[config.mk]
export PLATFORM = sky130hd
export DESIGN_NAME = cpu_instruction_decode
export DESIGN_NICKNAME = d
export VERILOG_FILES = /design/src/logic/cpu_decode_pkg.sv /design/src/logic/cop_route_if.sv /design/src/logic/cop_route.sv /design/src/logic/cpu_instruction_decode.sv
export SDC_FILE = /design/constraint.sdc
export NUM_CORES = 1
export LEC_CHECK = 0
export BUFFER_PORTS_ARGS = -buffer_cell sky130_fd_sc_hd__buf_2
export CAP_MARGIN = 15
export CORE_ASPECT_RATIO = 1.1
export CORE_MARGIN = 2
export CORE_UTILIZATION = 47
export CTS_BUF_LIST = sky130_fd_sc_hd__clkbuf_4
export CTS_CLUSTER_DIAMETER = 120
export DETAILED_ROUTE_END_ITERATION = 8
export GPL_TIMING_DRIVEN = 0
export PLACE_DENSITY = 0.89
export RECOVER_POWER = 50
export SLEW_MARGIN = 15
export SYNTH_ARGS = -nofsm -noshare
export SYNTH_HDL_FRONTEND = slang
export SYNTH_SLANG_ARGS = --single-unit
[constraint.sdc]
create_clock -name i_clock -period 2.9 [get_ports i_clock]
set_clock_uncertainty 0.15 [all_clocks]
set_input_delay 0.435 -clock i_clock [delete_from_list [all_inputs] [get_ports i_clock]]
set_output_delay 0.435 -clock i_clock [all_outputs]
set_load 0.005 [all_outputs]
[src/logic/cpu_decode_pkg.sv]
// Purpose: shared constants and types for the instruction decode stage
// Assumes: 32-bit aligned instruction words, four coprocessor slots
// Notes: encodings of the operation groups live here; the checks and the bench also spell some out as literals
package cpu_decode_pkg;

    // ==========================================================
    // field layout of an instruction word
    localparam int INSTR_W = 32;
    localparam int OPCODE_MSB = 31;
    localparam int OPCODE_LSB = 26;
    localparam int SOURCE_MSB = 25;
    localparam int SOURCE_LSB = 21;
    localparam int TARGET_MSB = 20;
    localparam int TARGET_LSB = 16;
    localparam int DEST_MSB = 15;
    localparam int DEST_LSB = 11;
    localparam int SHAMT_MSB = 10;
    localparam int SHAMT_LSB = 6;
    localparam int FUNC_MSB = 5;
    localparam int FUNC_LSB = 0;
    localparam int IMM_MSB = 15;
    localparam int JIDX_MSB = 25;
    localparam int JUMP_LOW_W = 28;
    localparam int COP_OPERATE_BIT = 25;
    localparam int FP_CC_SEL_MSB = 20;
    localparam int FP_CC_SEL_LSB = 18;
    localparam int FP_TRUE_BIT = 16;
    localparam int COP_REGS = 32;

    // ==========================================================
    // primary operation codes and function codes
    localparam logic [5:0] OPC_REG_FUNCTION = 6'h00;
    localparam logic [5:0] OPC_REG_IMMEDIATE = 6'h01;
    localparam logic [3:0] OPC_COP_GROUP = 4'h4;
    localparam logic [5:0] OPC_FLOAT_EXTENDED = 6'h13;
    localparam logic [5:0] OPC_HINT_OFFSET = 6'h33;
    localparam logic [1:0] OPC_XFER_GROUP = 2'h3;
    localparam logic [5:0] FUNC_COPY_FP = 6'h01;
    localparam logic [5:0] FUNC_COPY_ZERO = 6'h0a;
    localparam logic [5:0] FUNC_COPY_NONZERO = 6'h0b;
    localparam logic [5:0] FUNC_HINT_INDEXED = 6'h0f;
    localparam logic [4:0] COP_MOVE_FROM = 5'h00;
    localparam logic [4:0] COP_MOVE_FROM_WIDE = 5'h01;
    localparam logic [4:0] COP_CTRL_FROM = 5'h02;
    localparam logic [4:0] COP_MOVE_TO = 5'h04;
    localparam logic [4:0] COP_MOVE_TO_WIDE = 5'h05;
    localparam logic [4:0] COP_CTRL_TO = 5'h06;
    localparam logic [31:0] NOP_WORD = 32'h0000_0000;
    localparam logic [31:0] IDLE_SLOT_WORD = 32'h0000_0040;

    // one bit per assigned encoding; a clear bit marks a reserved encoding
    localparam logic [63:0] OPCODE_VALID = 64'he6ee_4f7f_00ff_ffff;
    localparam logic [63:0] FUNC_VALID = 64'h005f_0cff_0f0f_bfdf;
    localparam logic [31:0] REGISTER_IMMEDIATE_GROUP_VALID = 32'h000f_5f0f;

    // ==========================================================
    // types
    typedef enum logic [1:0] {
        UNIT_SYSTEM,
        UNIT_FLOAT,
        UNIT_CUSTOM,
        UNIT_FLOAT_EXT
    } cop_unit_t;

    typedef enum logic [3:0] {
        OP_NOP,
        OP_IDLE_SLOT,
        OP_INTEGER,
        OP_COPY_IF_NONZERO,
        OP_COPY_IF_ZERO,
        OP_COPY_IF_FP_FALSE,
        OP_COPY_IF_FP_TRUE,
        OP_HINT_OFFSET,
        OP_HINT_INDEXED,
        OP_COP_MOVE,
        OP_COP_XFER,
        OP_COP_OPERATE,
        OP_RESERVED
    } op_class_t;

endpackage : cpu_decode_pkg

[src/logic/cop_route_if.sv]
// Purpose: carries one instruction to the coprocessor router and its verdict back
// Assumes: purely combinational path inside one clock domain
// Notes: decoder side drives the word and the enables
`timescale 1ns/1ps
`default_nettype none
interface cop_route_if;
    logic [31:0] instr;
    logic [3:0] enable;
    logic hit;
    cpu_decode_pkg::cop_unit_t unit;
    logic is_move;
    logic is_xfer;
    logic ctrl_set;
    logic hint_indexed;
    logic unusable;
    logic reserved;

    // ==========================================================
    modport decoder (output instr, output enable, input hit, input unit, input is_move,
        input is_xfer, input ctrl_set, input hint_indexed, input unusable, input reserved);
    modport router (input instr, input enable, output hit, output unit, output is_move,
        output is_xfer, output ctrl_set, output hint_indexed, output unusable,
        output reserved);
endinterface : cop_route_if
`default_nettype wire

[src/logic/cop_route.sv]
// Purpose: classifies coprocessor instructions and picks the unit that owns them
// Assumes: enable bits come from system control on the same clock
// Notes: operations other than moves, transfers and the indexed hint are passed on undecoded
`timescale 1ns/1ps
`default_nettype none
module cop_route (
    cop_route_if.router bus
);
    logic [5:0] opcode;
    logic [4:0] sub_op;
    logic cop_op;
    logic xfer_slot;
    logic [1:0] unit_idx;
    logic [1:0] enable_idx;

    // ==========================================================
    // group detection: operate space and data transfer slots
    assign opcode = bus.instr[cpu_decode_pkg::OPCODE_MSB:cpu_decode_pkg::OPCODE_LSB];
    assign sub_op = bus.instr[cpu_decode_pkg::SOURCE_MSB:cpu_decode_pkg::SOURCE_LSB];
    assign unit_idx = opcode[1:0];
    assign cop_op = (opcode[5:2] == cpu_decode_pkg::OPC_COP_GROUP);
    assign xfer_slot = (opcode[5:4] == cpu_decode_pkg::OPC_XFER_GROUP);

    // unit numbers map straight from the low opcode bits
    assign bus.unit = cpu_decode_pkg::cop_unit_t'(unit_idx);
    // only units 1 and 2 own load/store slots
    assign bus.is_xfer = xfer_slot && (unit_idx == 2'd1 || unit_idx == 2'd2);
    assign bus.hit = cop_op || bus.is_xfer;

    // moves are the only operate-space ops decoded here
    always_comb begin
        bus.is_move = 1'b0;
        bus.ctrl_set = 1'b0;
        if (cop_op && opcode != cpu_decode_pkg::OPC_FLOAT_EXTENDED
            && !bus.instr[cpu_decode_pkg::COP_OPERATE_BIT]) begin
            case (sub_op)
                cpu_decode_pkg::COP_MOVE_FROM, cpu_decode_pkg::COP_MOVE_FROM_WIDE,
                cpu_decode_pkg::COP_MOVE_TO, cpu_decode_pkg::COP_MOVE_TO_WIDE: begin
                    bus.is_move = 1'b1;
                end
                cpu_decode_pkg::COP_CTRL_FROM, cpu_decode_pkg::COP_CTRL_TO: begin
                    bus.is_move = 1'b1;
                    bus.ctrl_set = 1'b1; // control set, 5-bit index
                end
                default: begin
                    bus.is_move = 1'b0; // left to the coprocessor itself
                end
            endcase
        end
    end

    // register-plus-register hint lives in the extended float space
    assign bus.hint_indexed = (opcode == cpu_decode_pkg::OPC_FLOAT_EXTENDED)
        && (bus.instr[cpu_decode_pkg::FUNC_MSB:cpu_decode_pkg::FUNC_LSB]
            == cpu_decode_pkg::FUNC_HINT_INDEXED);

    // system control has no load/store slot of its own
    assign bus.reserved = xfer_slot && (unit_idx == 2'd0);

    // extended float space is gated by the primary float enable
    assign enable_idx = (unit_idx == 2'd3) ? 2'd1 : unit_idx;
    assign bus.unusable = bus.hit && !bus.enable[enable_idx];
endmodule : cop_route
`default_nettype wire

[src/logic/cpu_instruction_decode.sv]
// Purpose: one-stage decode of integer instruction words into fields and classes
// Assumes: fetch words, condition operands and enables arrive on i_clock
// Notes: outputs appear one cycle after i_instr_valid; there is no stall
`timescale 1ns/1ps
`default_nettype none
module cpu_instruction_decode (
    input wire logic i_clock,
    input wire logic i_rst_n,
    input wire logic i_instr_valid,
    input wire logic [31:0] i_instr,
    input wire logic [1:0] i_fetch_addr_low,
    input wire logic [31:0] i_cond_value,
    input wire logic [7:0] i_fp_cc,
    input wire logic [3:0] i_cop_enable,
    output logic o_valid,
    output var cpu_decode_pkg::op_class_t o_op_class,
    output logic [5:0] o_opcode,
    output logic [4:0] o_source_reg,
    output logic [4:0] o_target_reg,
    output logic [4:0] o_dest_reg,
    output logic [4:0] o_shift_amount,
    output logic [5:0] o_function,
    output logic [31:0] o_imm_sext,
    output logic [27:0] o_jump_target,
    output logic o_target_is_function,
    output logic o_copy_write_en,
    output var cpu_decode_pkg::cop_unit_t o_cop_unit,
    output logic o_cop_ctrl_set,
    output logic o_issue_alone,
    output logic o_exc_reserved,
    output logic o_exc_cop_unusable,
    output logic o_exc_addr_align
);
    cop_route_if cop ();
    cpu_decode_pkg::op_class_t dec_class;
    logic [5:0] opcode;
    logic [5:0] func;
    logic [4:0] target;
    logic fp_sel_bit;
    logic copy_take;
    logic misaligned;
    logic reserved;

    cpu_decode_pkg::op_class_t class_q;
    logic valid_q;
    logic copy_q;
    logic alone_q;
    logic exc_res_q;
    logic exc_cop_q;
    logic exc_align_q;
    logic tgt_fn_q;
    logic ctrl_q;
    cpu_decode_pkg::cop_unit_t unit_q;
    logic [31:0] word_q;

    // ==========================================================
    // field extraction, fixed positions for every format
    assign opcode = i_instr[cpu_decode_pkg::OPCODE_MSB:cpu_decode_pkg::OPCODE_LSB];
    assign target = i_instr[cpu_decode_pkg::TARGET_MSB:cpu_decode_pkg::TARGET_LSB];
    assign func = i_instr[cpu_decode_pkg::FUNC_MSB:cpu_decode_pkg::FUNC_LSB];
    assign misaligned = (i_fetch_addr_low != 2'b00);

    // coprocessor classification is shared with the router
    assign cop.instr = i_instr;
    assign cop.enable = i_cop_enable;
    cop_route router (
        .bus(cop)
    );

    // ==========================================================
    // class decode; idle slot checked before the generic shift group
    always_comb begin
        dec_class = cpu_decode_pkg::OP_INTEGER;
        if (i_instr == cpu_decode_pkg::NOP_WORD) begin
            dec_class = cpu_decode_pkg::OP_NOP;
        end else if (i_instr == cpu_decode_pkg::IDLE_SLOT_WORD) begin
            dec_class = cpu_decode_pkg::OP_IDLE_SLOT;
        end else if (!cpu_decode_pkg::OPCODE_VALID[opcode] || cop.reserved) begin
            dec_class = cpu_decode_pkg::OP_RESERVED;
        end else if (cop.hint_indexed) begin
            dec_class = cpu_decode_pkg::OP_HINT_INDEXED;
        end else if (opcode == cpu_decode_pkg::OPC_HINT_OFFSET) begin
            dec_class = cpu_decode_pkg::OP_HINT_OFFSET;
        end else if (cop.hit) begin
            if (cop.is_move) begin
                dec_class = cpu_decode_pkg::OP_COP_MOVE;
            end else if (cop.is_xfer) begin
                dec_class = cpu_decode_pkg::OP_COP_XFER;
            end else begin
                dec_class = cpu_decode_pkg::OP_COP_OPERATE;
            end
        end else if (opcode == cpu_decode_pkg::OPC_REG_FUNCTION) begin
            case (func)
                cpu_decode_pkg::FUNC_COPY_NONZERO: begin
                    dec_class = cpu_decode_pkg::OP_COPY_IF_NONZERO;
                end
                cpu_decode_pkg::FUNC_COPY_ZERO: begin
                    dec_class = cpu_decode_pkg::OP_COPY_IF_ZERO;
                end
                cpu_decode_pkg::FUNC_COPY_FP: begin
                    dec_class = i_instr[cpu_decode_pkg::FP_TRUE_BIT]
                        ? cpu_decode_pkg::OP_COPY_IF_FP_TRUE
                        : cpu_decode_pkg::OP_COPY_IF_FP_FALSE;
                end
                default: begin
                    if (!cpu_decode_pkg::FUNC_VALID[func]) begin
                        dec_class = cpu_decode_pkg::OP_RESERVED;
                    end
                end
            endcase
        end else if (opcode == cpu_decode_pkg::OPC_REG_IMMEDIATE
            && !cpu_decode_pkg::REGISTER_IMMEDIATE_GROUP_VALID[target]) begin
            dec_class = cpu_decode_pkg::OP_RESERVED;
        end
    end

    // ==========================================================
    // copy condition: zero test on a full word, or one selected float flag
    assign fp_sel_bit =
        i_fp_cc[i_instr[cpu_decode_pkg::FP_CC_SEL_MSB:cpu_decode_pkg::FP_CC_SEL_LSB]];
    always_comb begin
        case (dec_class)
            cpu_decode_pkg::OP_COPY_IF_NONZERO: begin
                copy_take = (i_cond_value != 32'h0000_0000);
            end
            cpu_decode_pkg::OP_COPY_IF_ZERO: begin
                copy_take = (i_cond_value == 32'h0000_0000);
            end
            cpu_decode_pkg::OP_COPY_IF_FP_FALSE: copy_take = !fp_sel_bit;
            cpu_decode_pkg::OP_COPY_IF_FP_TRUE: copy_take = fp_sel_bit;
            default: copy_take = 1'b0;
        endcase
    end
    assign reserved = (dec_class == cpu_decode_pkg::OP_RESERVED);

    // ==========================================================
    // decoded class and handshake, registered
    always_ff @(posedge i_clock or negedge i_rst_n) begin
        if (!i_rst_n) begin
            valid_q <= 1'b0;
            class_q <= cpu_decode_pkg::OP_NOP;
        end else begin
            valid_q <= i_instr_valid;
            class_q <= i_instr_valid ? dec_class : cpu_decode_pkg::OP_NOP;
        end
    end

    // raw word kept so every field comes from a flip-flop
    always_ff @(posedge i_clock or negedge i_rst_n) begin
        if (!i_rst_n) begin
            word_q <= 32'h0000_0000;
        end else if (i_instr_valid) begin
            word_q <= i_instr;
        end
    end

    // copy enable and issue behaviour; only one bubble per idle slot
    always_ff @(posedge i_clock or negedge i_rst_n) begin
        if (!i_rst_n) begin
            copy_q <= 1'b0;
            alone_q <= 1'b0;
            tgt_fn_q <= 1'b0;
        end else begin
            copy_q <= i_instr_valid && copy_take && !misaligned;
            alone_q <= i_instr_valid && (dec_class == cpu_decode_pkg::OP_IDLE_SLOT);
            tgt_fn_q <= i_instr_valid && (opcode == cpu_decode_pkg::OPC_REG_IMMEDIATE);
        end
    end

    // coprocessor routing, held with the word it belongs to
    always_ff @(posedge i_clock or negedge i_rst_n) begin
        if (!i_rst_n) begin
            unit_q <= cpu_decode_pkg::UNIT_SYSTEM;
            ctrl_q <= 1'b0;
        end else if (i_instr_valid) begin
            unit_q <= cop.unit;
            ctrl_q <= cop.hit && cop.ctrl_set;
        end
    end

    // exceptions: alignment wins, then reserved, then unusable unit
    always_ff @(posedge i_clock or negedge i_rst_n) begin
        if (!i_rst_n) begin
            exc_align_q <= 1'b0;
            exc_res_q <= 1'b0;
            exc_cop_q <= 1'b0;
        end else begin
            exc_align_q <= i_instr_valid && misaligned;
            exc_res_q <= i_instr_valid && !misaligned && reserved;
            exc_cop_q <= i_instr_valid && !misaligned && !reserved && cop.unusable;
        end
    end

    // ==========================================================
    // outputs: fields cut from the stored word
    assign o_valid = valid_q;
    assign o_op_class = class_q;
    assign o_opcode = word_q[cpu_decode_pkg::OPCODE_MSB:cpu_decode_pkg::OPCODE_LSB];
    assign o_source_reg =
        word_q[cpu_decode_pkg::SOURCE_MSB:cpu_decode_pkg::SOURCE_LSB];
    assign o_target_reg =
        word_q[cpu_decode_pkg::TARGET_MSB:cpu_decode_pkg::TARGET_LSB];
    assign o_dest_reg = word_q[cpu_decode_pkg::DEST_MSB:cpu_decode_pkg::DEST_LSB];
    assign o_shift_amount =
        word_q[cpu_decode_pkg::SHAMT_MSB:cpu_decode_pkg::SHAMT_LSB];
    assign o_function = word_q[cpu_decode_pkg::FUNC_MSB:cpu_decode_pkg::FUNC_LSB];
    assign o_imm_sext = {{16{word_q[cpu_decode_pkg::IMM_MSB]}},
        word_q[cpu_decode_pkg::IMM_MSB:0]};
    assign o_jump_target = {word_q[cpu_decode_pkg::JIDX_MSB:0], 2'b00};
    assign o_target_is_function = tgt_fn_q;
    assign o_copy_write_en = copy_q;
    assign o_cop_unit = unit_q;
    assign o_cop_ctrl_set = ctrl_q;
    assign o_issue_alone = alone_q;
    assign o_exc_reserved = exc_res_q;
    assign o_exc_cop_unusable = exc_cop_q;
    assign o_exc_addr_align = exc_align_q;
endmodule : cpu_instruction_decode
`default_nettype wire

# [Word level (Yosys, flattened, before mapping)]
# Memories as Yosys holds them, arrays and structs flattened.
# Index checks and enable logic that the tools add are counted.
[word_totals] romBits=160 memories=3 regBits=46 output_inout_bits=106
[classes] n_lt_le_gt_ge=5 eq_ne=25 n_reduce_logical=36 mux=27
[memory_table] memory="(name not given)" depth=64 width=1 rd=1 rd_clocked_by_memory_dff=0 write_ports=0 line_no="cpu_instruction_decode.sv:106" rtl="if (!cpu_decode_pkg::FUNC_VALID[func]) begin"
[memory_table] memory="(name not given)" depth=64 width=1 rd=1 rd_clocked_by_memory_dff=0 write_ports=0 line_no="cpu_instruction_decode.sv:78" rtl="end else if (!cpu_decode_pkg::OPCODE_VALID[opcode] || cop.reserved) begin"
[memory_table] memory="(name not given)" depth=32 width=1 rd=1 rd_clocked_by_memory_dff=0 write_ports=0 line_no="cpu_instruction_decode.sv:112" rtl="&& !cpu_decode_pkg::REGISTER_IMMEDIATE_GROUP_VALID[target]) begin"
[ops] cell="logical NOT 32 bit" n=2
[ops] cell="two-way mux 4 bit" n=10
[ops] cell="equality test 32 x 7 -> 1 bit (second input constant)" n=1
[ops] cell="nonzero test 32 bit" n=1
[ops] cell="equality test 6 x 4 -> 1 bit (second input constant)" n=3
[ops] cell="logical AND 1 bit" n=17
[ops] cell="equality test 4 x 3 -> 1 bit (second input constant)" n=4
[ops] cell="equality test 5 x 3 -> 1 bit (second input constant)" n=3
[ops] cell="less-than comparator 6 x 7 -> 1 bit (second input constant)" n=2
[ops] cell="equality test 6 x 1 -> 1 bit (second input constant)" n=2
[ops] cell="one-hot mux 4 bit (3 select lines)" n=1
[ops] cell="two-way mux 1 bit" n=10
[ops] cell="logical NOT 1 bit" n=7
[ops] cell="equality test 2 bit (second input constant)" n=3
[ops] cell="equality test 6 x 5 -> 1 bit (second input constant)" n=1
[ops] cell="equality test 6 bit (second input constant)" n=1
[ops] cell="logical NOT 6 bit" n=1
[ops] cell="less-than comparator 5 x 6 -> 1 bit (second input constant)" n=1
[ops] cell="two-way mux 2 bit" n=3
[ops] cell="inequality test 6 x 5 -> 1 bit (second input constant)" n=1
[ops] cell="OR reduction 6 bit" n=1
[ops] cell="equality test 5 x 1 -> 1 bit (second input constant)" n=1
[ops] cell="equality test 5 x 2 -> 1 bit (second input constant)" n=1
[ops] cell="logical NOT 5 bit" n=1
[ops] cell="other kinds (13)" n=15

# [Longest topological paths before layout]
[depth] depth_word=16 mapped_depth=9 mapped_depth_nobuf=9

# [Cells and area by module]
# From an unflattened synthesis, not the netlist that was laid out.
[hier_totals] hier_cells=287 area_unflattened_um2=3015.4
[by_module_without_submodules] module="cpu_instruction_decode" instances=1 seq_area_each_um2=1151.1 area_each_um2=2806.4 cells_per_inst=264
[by_module_without_submodules] module="cop_route" instances=1 seq_area_each_um2=0.0 area_each_um2=209.0 cells_per_inst=23

# [Worst setup path after synthesis]
# No wires, ideal clock.
[synth_timing] path_type="in2reg" from="input i_instr[31]" to="register copy_q (netlist: o_copy_write_en)" slack_ns=0.420 path_buffers=1 path_stages=8 arrival_time_ns=2.243 required_time_ns=2.663 cell_sequence="buf_2 > or4b_4 > nor4_2 > a211o_2 > a2bb2oi_4 > nand2_2 > a311o_1 > a211oi_2"
[synth_between] elab_chain_len=15
[synth_lines] item="start, declared" line_no="cpu_instruction_decode.sv:10" rtl="input wire logic [31:0] i_instr,"
[synth_lines] item="branches (longest 10 deep; another with memory (64 x 1 bit))"
[synth_lines] item="two-way mux 4 bit *" line_no="cpu_instruction_decode.sv:74" rtl="if (i_instr == cpu_decode_pkg::NOP_WORD) begin"
[synth_lines] item="equality test 4 x 3 -> 1 bit or equality test 4 x 2 -> 1 bit (tied branches)" line_no="cpu_instruction_decode.sv:122" rtl="case (dec_class)"
[synth_lines] item="one-hot mux 1 bit (4 select lines) *" line_no="cpu_instruction_decode.sv:122"
[synth_lines] item="logical AND 1 bit * (2 in a row)" line_no="cpu_instruction_decode.sv:164" rtl="copy_q <= i_instr_valid && copy_take && !misaligned;"
[synth_lines] item="end signal, assigned" line_no="cpu_instruction_decode.sv:164"
[synth_lines] item="end, declared" line_no="cpu_instruction_decode.sv:46" rtl="logic copy_q;"
# Every way passes the cells marked *. The select of a mux whose other input is x is not followed.
# A chain may end at the register's enable or synchronous reset.

# [Worst setup path after layout]
[layout_timing] from="input i_instr[26]" to="register copy_q (netlist: o_copy_write_en)"
[layout_between] elab_chain_len=15
[layout_lines] item="branches (longest 10 deep; another with memory (64 x 1 bit))"
[layout_lines] item="two-way mux 4 bit *" line_no="cpu_instruction_decode.sv:74"
[layout_lines] item="equality test 4 x 3 -> 1 bit or equality test 4 x 2 -> 1 bit (tied branches)" line_no="cpu_instruction_decode.sv:122"
[layout_lines] item="one-hot mux 1 bit (4 select lines) *" line_no="cpu_instruction_decode.sv:122"
[layout_lines] item="logical AND 1 bit * (2 in a row)" line_no="cpu_instruction_decode.sv:164"
# Marked as above.

==> Implementation_results.wiki <==
{| class="wikitable"
! Metric !! Value
|-
| Fillers || around 480
|-
| Routability cong. || around 0.85
|-
| Non-filler instance count after layout || between 500 and 600
|-
| Via count of the first global-routing pass || between 2000 and 3000
|-
| Failing checks || max-capacitance violations, max-slew violations
|-
| Switching pwr || approximately 430 uW
|-
| H-tree depth || 2
|-
| Compound-Gate Fraction of Synth Area || ~8.8%
|-
| Max-capacitance violation count || 1
|-
| Worst min path class || input pin to register
|-
| Slew margin rel. || -54.5%
|-
| Via Count || around 2600
|-
| Top library cells by usage in the layout, fill and taps aside || 162 x buf_2, 62 x buf_4, 44 x dfrtp_1
|-
| Multiplexer fraction of the synthesized cell area || 15.7%
|-
| PD cells || 387 nW/um2
|-
| Kind of critical path || input pin to register
|-
| Detailed placer's ending HPWL || between 6000 and 7000 um
|-
| Cells along the critical path || buf_2 > inv_1 > ha_1 > o21ai_0 > a22o_1 > a21o_2 > nor4_1 > nor3b_1 > o21ai_1 > a211oi_2
|-
| Drt pass-1 iters || 4
|-
| Wire length of the first global-routing pass || 11900 um
|-
| Slowest cell on the critical path || nor4_1
|-
| Cts bufs inserted || 5
|-
| Initial Util || between 40% and 50%
|-
| Dominant combinational cell family by area after synthesis || buffers and inverters
|-
| Die Height || 84.8 um
|-
| Cts repair resizes || 0
|-
| DRC marker count from the first detailed-route iteration || 74
|-
| Adder-cell share of the synthesized area || under 10%
|-
| Clock latency on the worst-skew pair || approximately 0.34 ns
|-
| Number of nets still failing antenna checks after routing || 0
|-
| Synth Instances || between 200 and 300
|-
| Share of flip-flops with an asynchronous set or reset || 100%
|-
| Post-synthesis area per instance || around 10 um2
|-
| Count of pins over their slew limit || 45
|-
| Fmax || 384 MHz
|-
| Area fraction in and, or, nand and nor cells after synthesis || ~15%
|-
| Floorplan die area || 6580 um2
|-
| Number of design rule violations left after detail routing || 0
|-
| TritonCTS clock tree || yes
|-
| Count of pins on the block boundary || ~190
|-
| Syn-to-layout area delta || 36.3%
|-
| Maximum number of pins on one net before global-route repair || 45
|-
| Post-synthesis share of cell area spent on xor and xnor gates || 0%
|-
| IR drop worst, VDD || 0.219 mV
|-
| Residual overflow from global routing || 0
|-
| Routed length per placed instance || around 14 um
|-
| Unrepaired setup endpoints after global routing || false
|-
| Proportion of power drawn by the clock network || between 10% and 20%
|-
| Critical path peak fanout || 6
|-
| Initial antenna violation count || 0
|-
| Hold buffer count at cts || 0
|-
| Portion of the post-synthesis area used by sequential elements || 39.4%
|-
| TritonCTS Sinks || 44
|-
| Post-Syn Area || 2790 um2
|-
| Cell leakage power || 0.00193 uW
|-
| Sequential share of power || 48.1%
|-
| Setup violators final || 0
|-
| Switch share || roughly 29%
|-
| Routed wire length || ~7500 um
|-
| Post-synthesis sequential element count || 44
|-
| Core Box Area || between 5000 and 6000 um2
|-
| Post-placement cell area || between 3000 and 4000 um2
|-
| Count of input and output buffers || about 180
|-
| Number of endpoints with negative hold slack in the final report || 0
|-
| Tmin final || 2.61 ns
|-
| Cell row count || 29
|-
| NumNets Final || around 540
|-
| Vias per Instance || approximately 5.0
|-
| Final antenna diode count || 0
|-
| All-Layer GR Usage || ~23%
|-
| Die Width || a little under 80 um
|-
| Post-route clock period utilization || roughly 90%
|-
| Root Buffer Master || clkbuf_4
|-
| Number of buffers added for setup after CTS || 0
|-
| Startpoint class of the critical path || input pin
|-
| Result of the run || finished with violations
|-
| Internal power || 1050 uW
|-
| Element type at the critical path end || register
|-
| Slew at the pin with the worst max-slew slack || 2.32 ns
|-
| Unique cell type count in the Yosys netlist || 51
|-
| Synth warnings || 0
|-
| Placed cell count || between 500 and 600
|-
| EDFF count, synth || 0
|-
| Final hold slack || between 0.06 and 0.07 ns
|-
| Leading cell type in the layout, fill and taps excluded || buf_2
|-
| Max incr delay on CP || 0.71 ns
|-
| Share of final-layout standard cells stronger than drive strength 1 || a little over 60%
|-
| Comb pwr share || between 30% and 40%
|-
| Longest Clk Path Bufs || 2
|-
| Fin area || ~3800 um2
|-
| Most used flip-flop cell after synthesis || dfrtp_1
|-
| Critical path required time || approximately 3 ns
|-
| Clock slew seen by the registers of the worst setup and hold paths || between 0.1 and 0.15 ns
|-
| Design Power || around 1500 uW
|-
| WP data arrival || 2.72 ns
|}
==> Yosys cell counts, types with 2 or more instances <==
master	count	share of area, %
nand4_1	5	1.1
nor2_1	15	2.0
nand3_1	3	0.54
and2_1	4	0.90
inv_1	7	0.94
buf_1	2	0.27
dfrtp_1	44	39
buf_4	62	17
a21oi_1	5	0.90
nor4_2	2	0.90
clkbuf_1	7	0.94
nor2b_1	2	0.45
o21ai_0	5	0.90
mux4_2	3	2.4
nor3b_1	2	0.54
mux2_2	32	13
nor3_1	6	1.1
nor4_1	14	3.1
a31oi_1	3	0.67
ha_1	5	2.2
nor4b_1	2	0.63
nand2_1	8	1.1
==> critical path, delay by kind of cell <==
kind	cells	cell delay, ns
buffers and inverters	2	0.22
AO/OA/AOI/OAI	5	0.77
adder cells (fa/ha/maj)	1	0.30
AND/OR/NAND/NOR	2	0.99
==> area by class of cell <==
cell class | count | area, um2 | area share [%]
Multi-Input combinational cell | 145 | 1160 | 30.6
Sequential cell | 44 | 1100 | 28.9
Timing Repair Buffer | 178 | 870 | 22.8
Buffer | 72 | 504 | 13.2
Tap cell | 77 | 96.3 | 2.53
Clock buffer | 5 | 37.5 | 0.986
Inverter | 7 | 26.3 | 0.690
Clock inverter | 2 | 7.51 | 0.197
==> per-stage QoR <==
step | TNS, ns | utilization [%] | setup WS (ns)
after global placement | 0 | 65.6 | 0.0368
final | 0 | 66.0 | 0.294
after CTS | 0 | 66.4 | 0.324
after global routing | 0 | 66.0 | 0.0793
after detailed placement | -0.0408 | 65.6 | -0.0408
after floorplan | 0 | - | 0.420
==> layer usage <==
| layer | part of all wire, % | vias to the layer above | routed length, um | GRT usage, % |
|---|---|---|---|---|
| met5 | 0 | - | 0 | 0 |
| met4 | 0.61 | 0 | 46 | 4.06 |
| met3 | 8.1 | 4 | 605 | 5.11 |
| met2 | 55 | 145 | 4120 | 45.8 |
| met1 | 36 | 1231 | 2710 | 24.2 |
| li1 | - | 1262 | - | - |
==> sequential cells by signal (all words and copies together), names as in the netlist <==
signal and cells:
o_cop_ctrl_set 1, o_copy_write_en 1, o_exc_addr_align 1, o_exc_cop_unusable 1, o_exc_reserved 1, o_issue_alone 1, o_op_class 4, o_target_is_function 1
o_valid 1, word_q 32
==> worst paths after layout <==
path / slack (ns) / depth (start not counted) / startpoint / to
worst max register to register: 1.72 / 1 / word_q[15] / word_q[15]
worst min register to register: 0.37 / 1 / word_q[30] / word_q[30]
worst max-delay path: 0.29 / 10 / i_instr[26] / o_copy_write_en
max in group asynchronous: 0.66 / 1 / i_rst_n / word_q[20]
min in group asynchronous: 0.61 / 1 / i_rst_n / word_q[28]
worst min-delay path: 0.07 / 1 / i_instr_valid / o_valid
==> kinds of logic (layout without fill, tap and decap cells) <==
kind of cell | Yosys count | after routing
flip-flops | 44 | 44
AND/OR/NAND/NOR | 71 | 71
multiplexers | 36 | 36
other | 1 | 2
adder cells (fa/ha/maj) | 5 | 5
AO/OA/AOI/OAI | 31 | 31
buffers and inverters | 79 | 264
==> power groups by stage <==
stage                     combinational [uW]  clock, uW  sequential [uW]
after floorplan                          261          0              720
after global placement                   489          0              717
after detailed placement                 504          0              722
after CTS                                505        282              709
after global routing                     542        298              719
final                                    495        270              709
(Power assumes the default switching activity.)
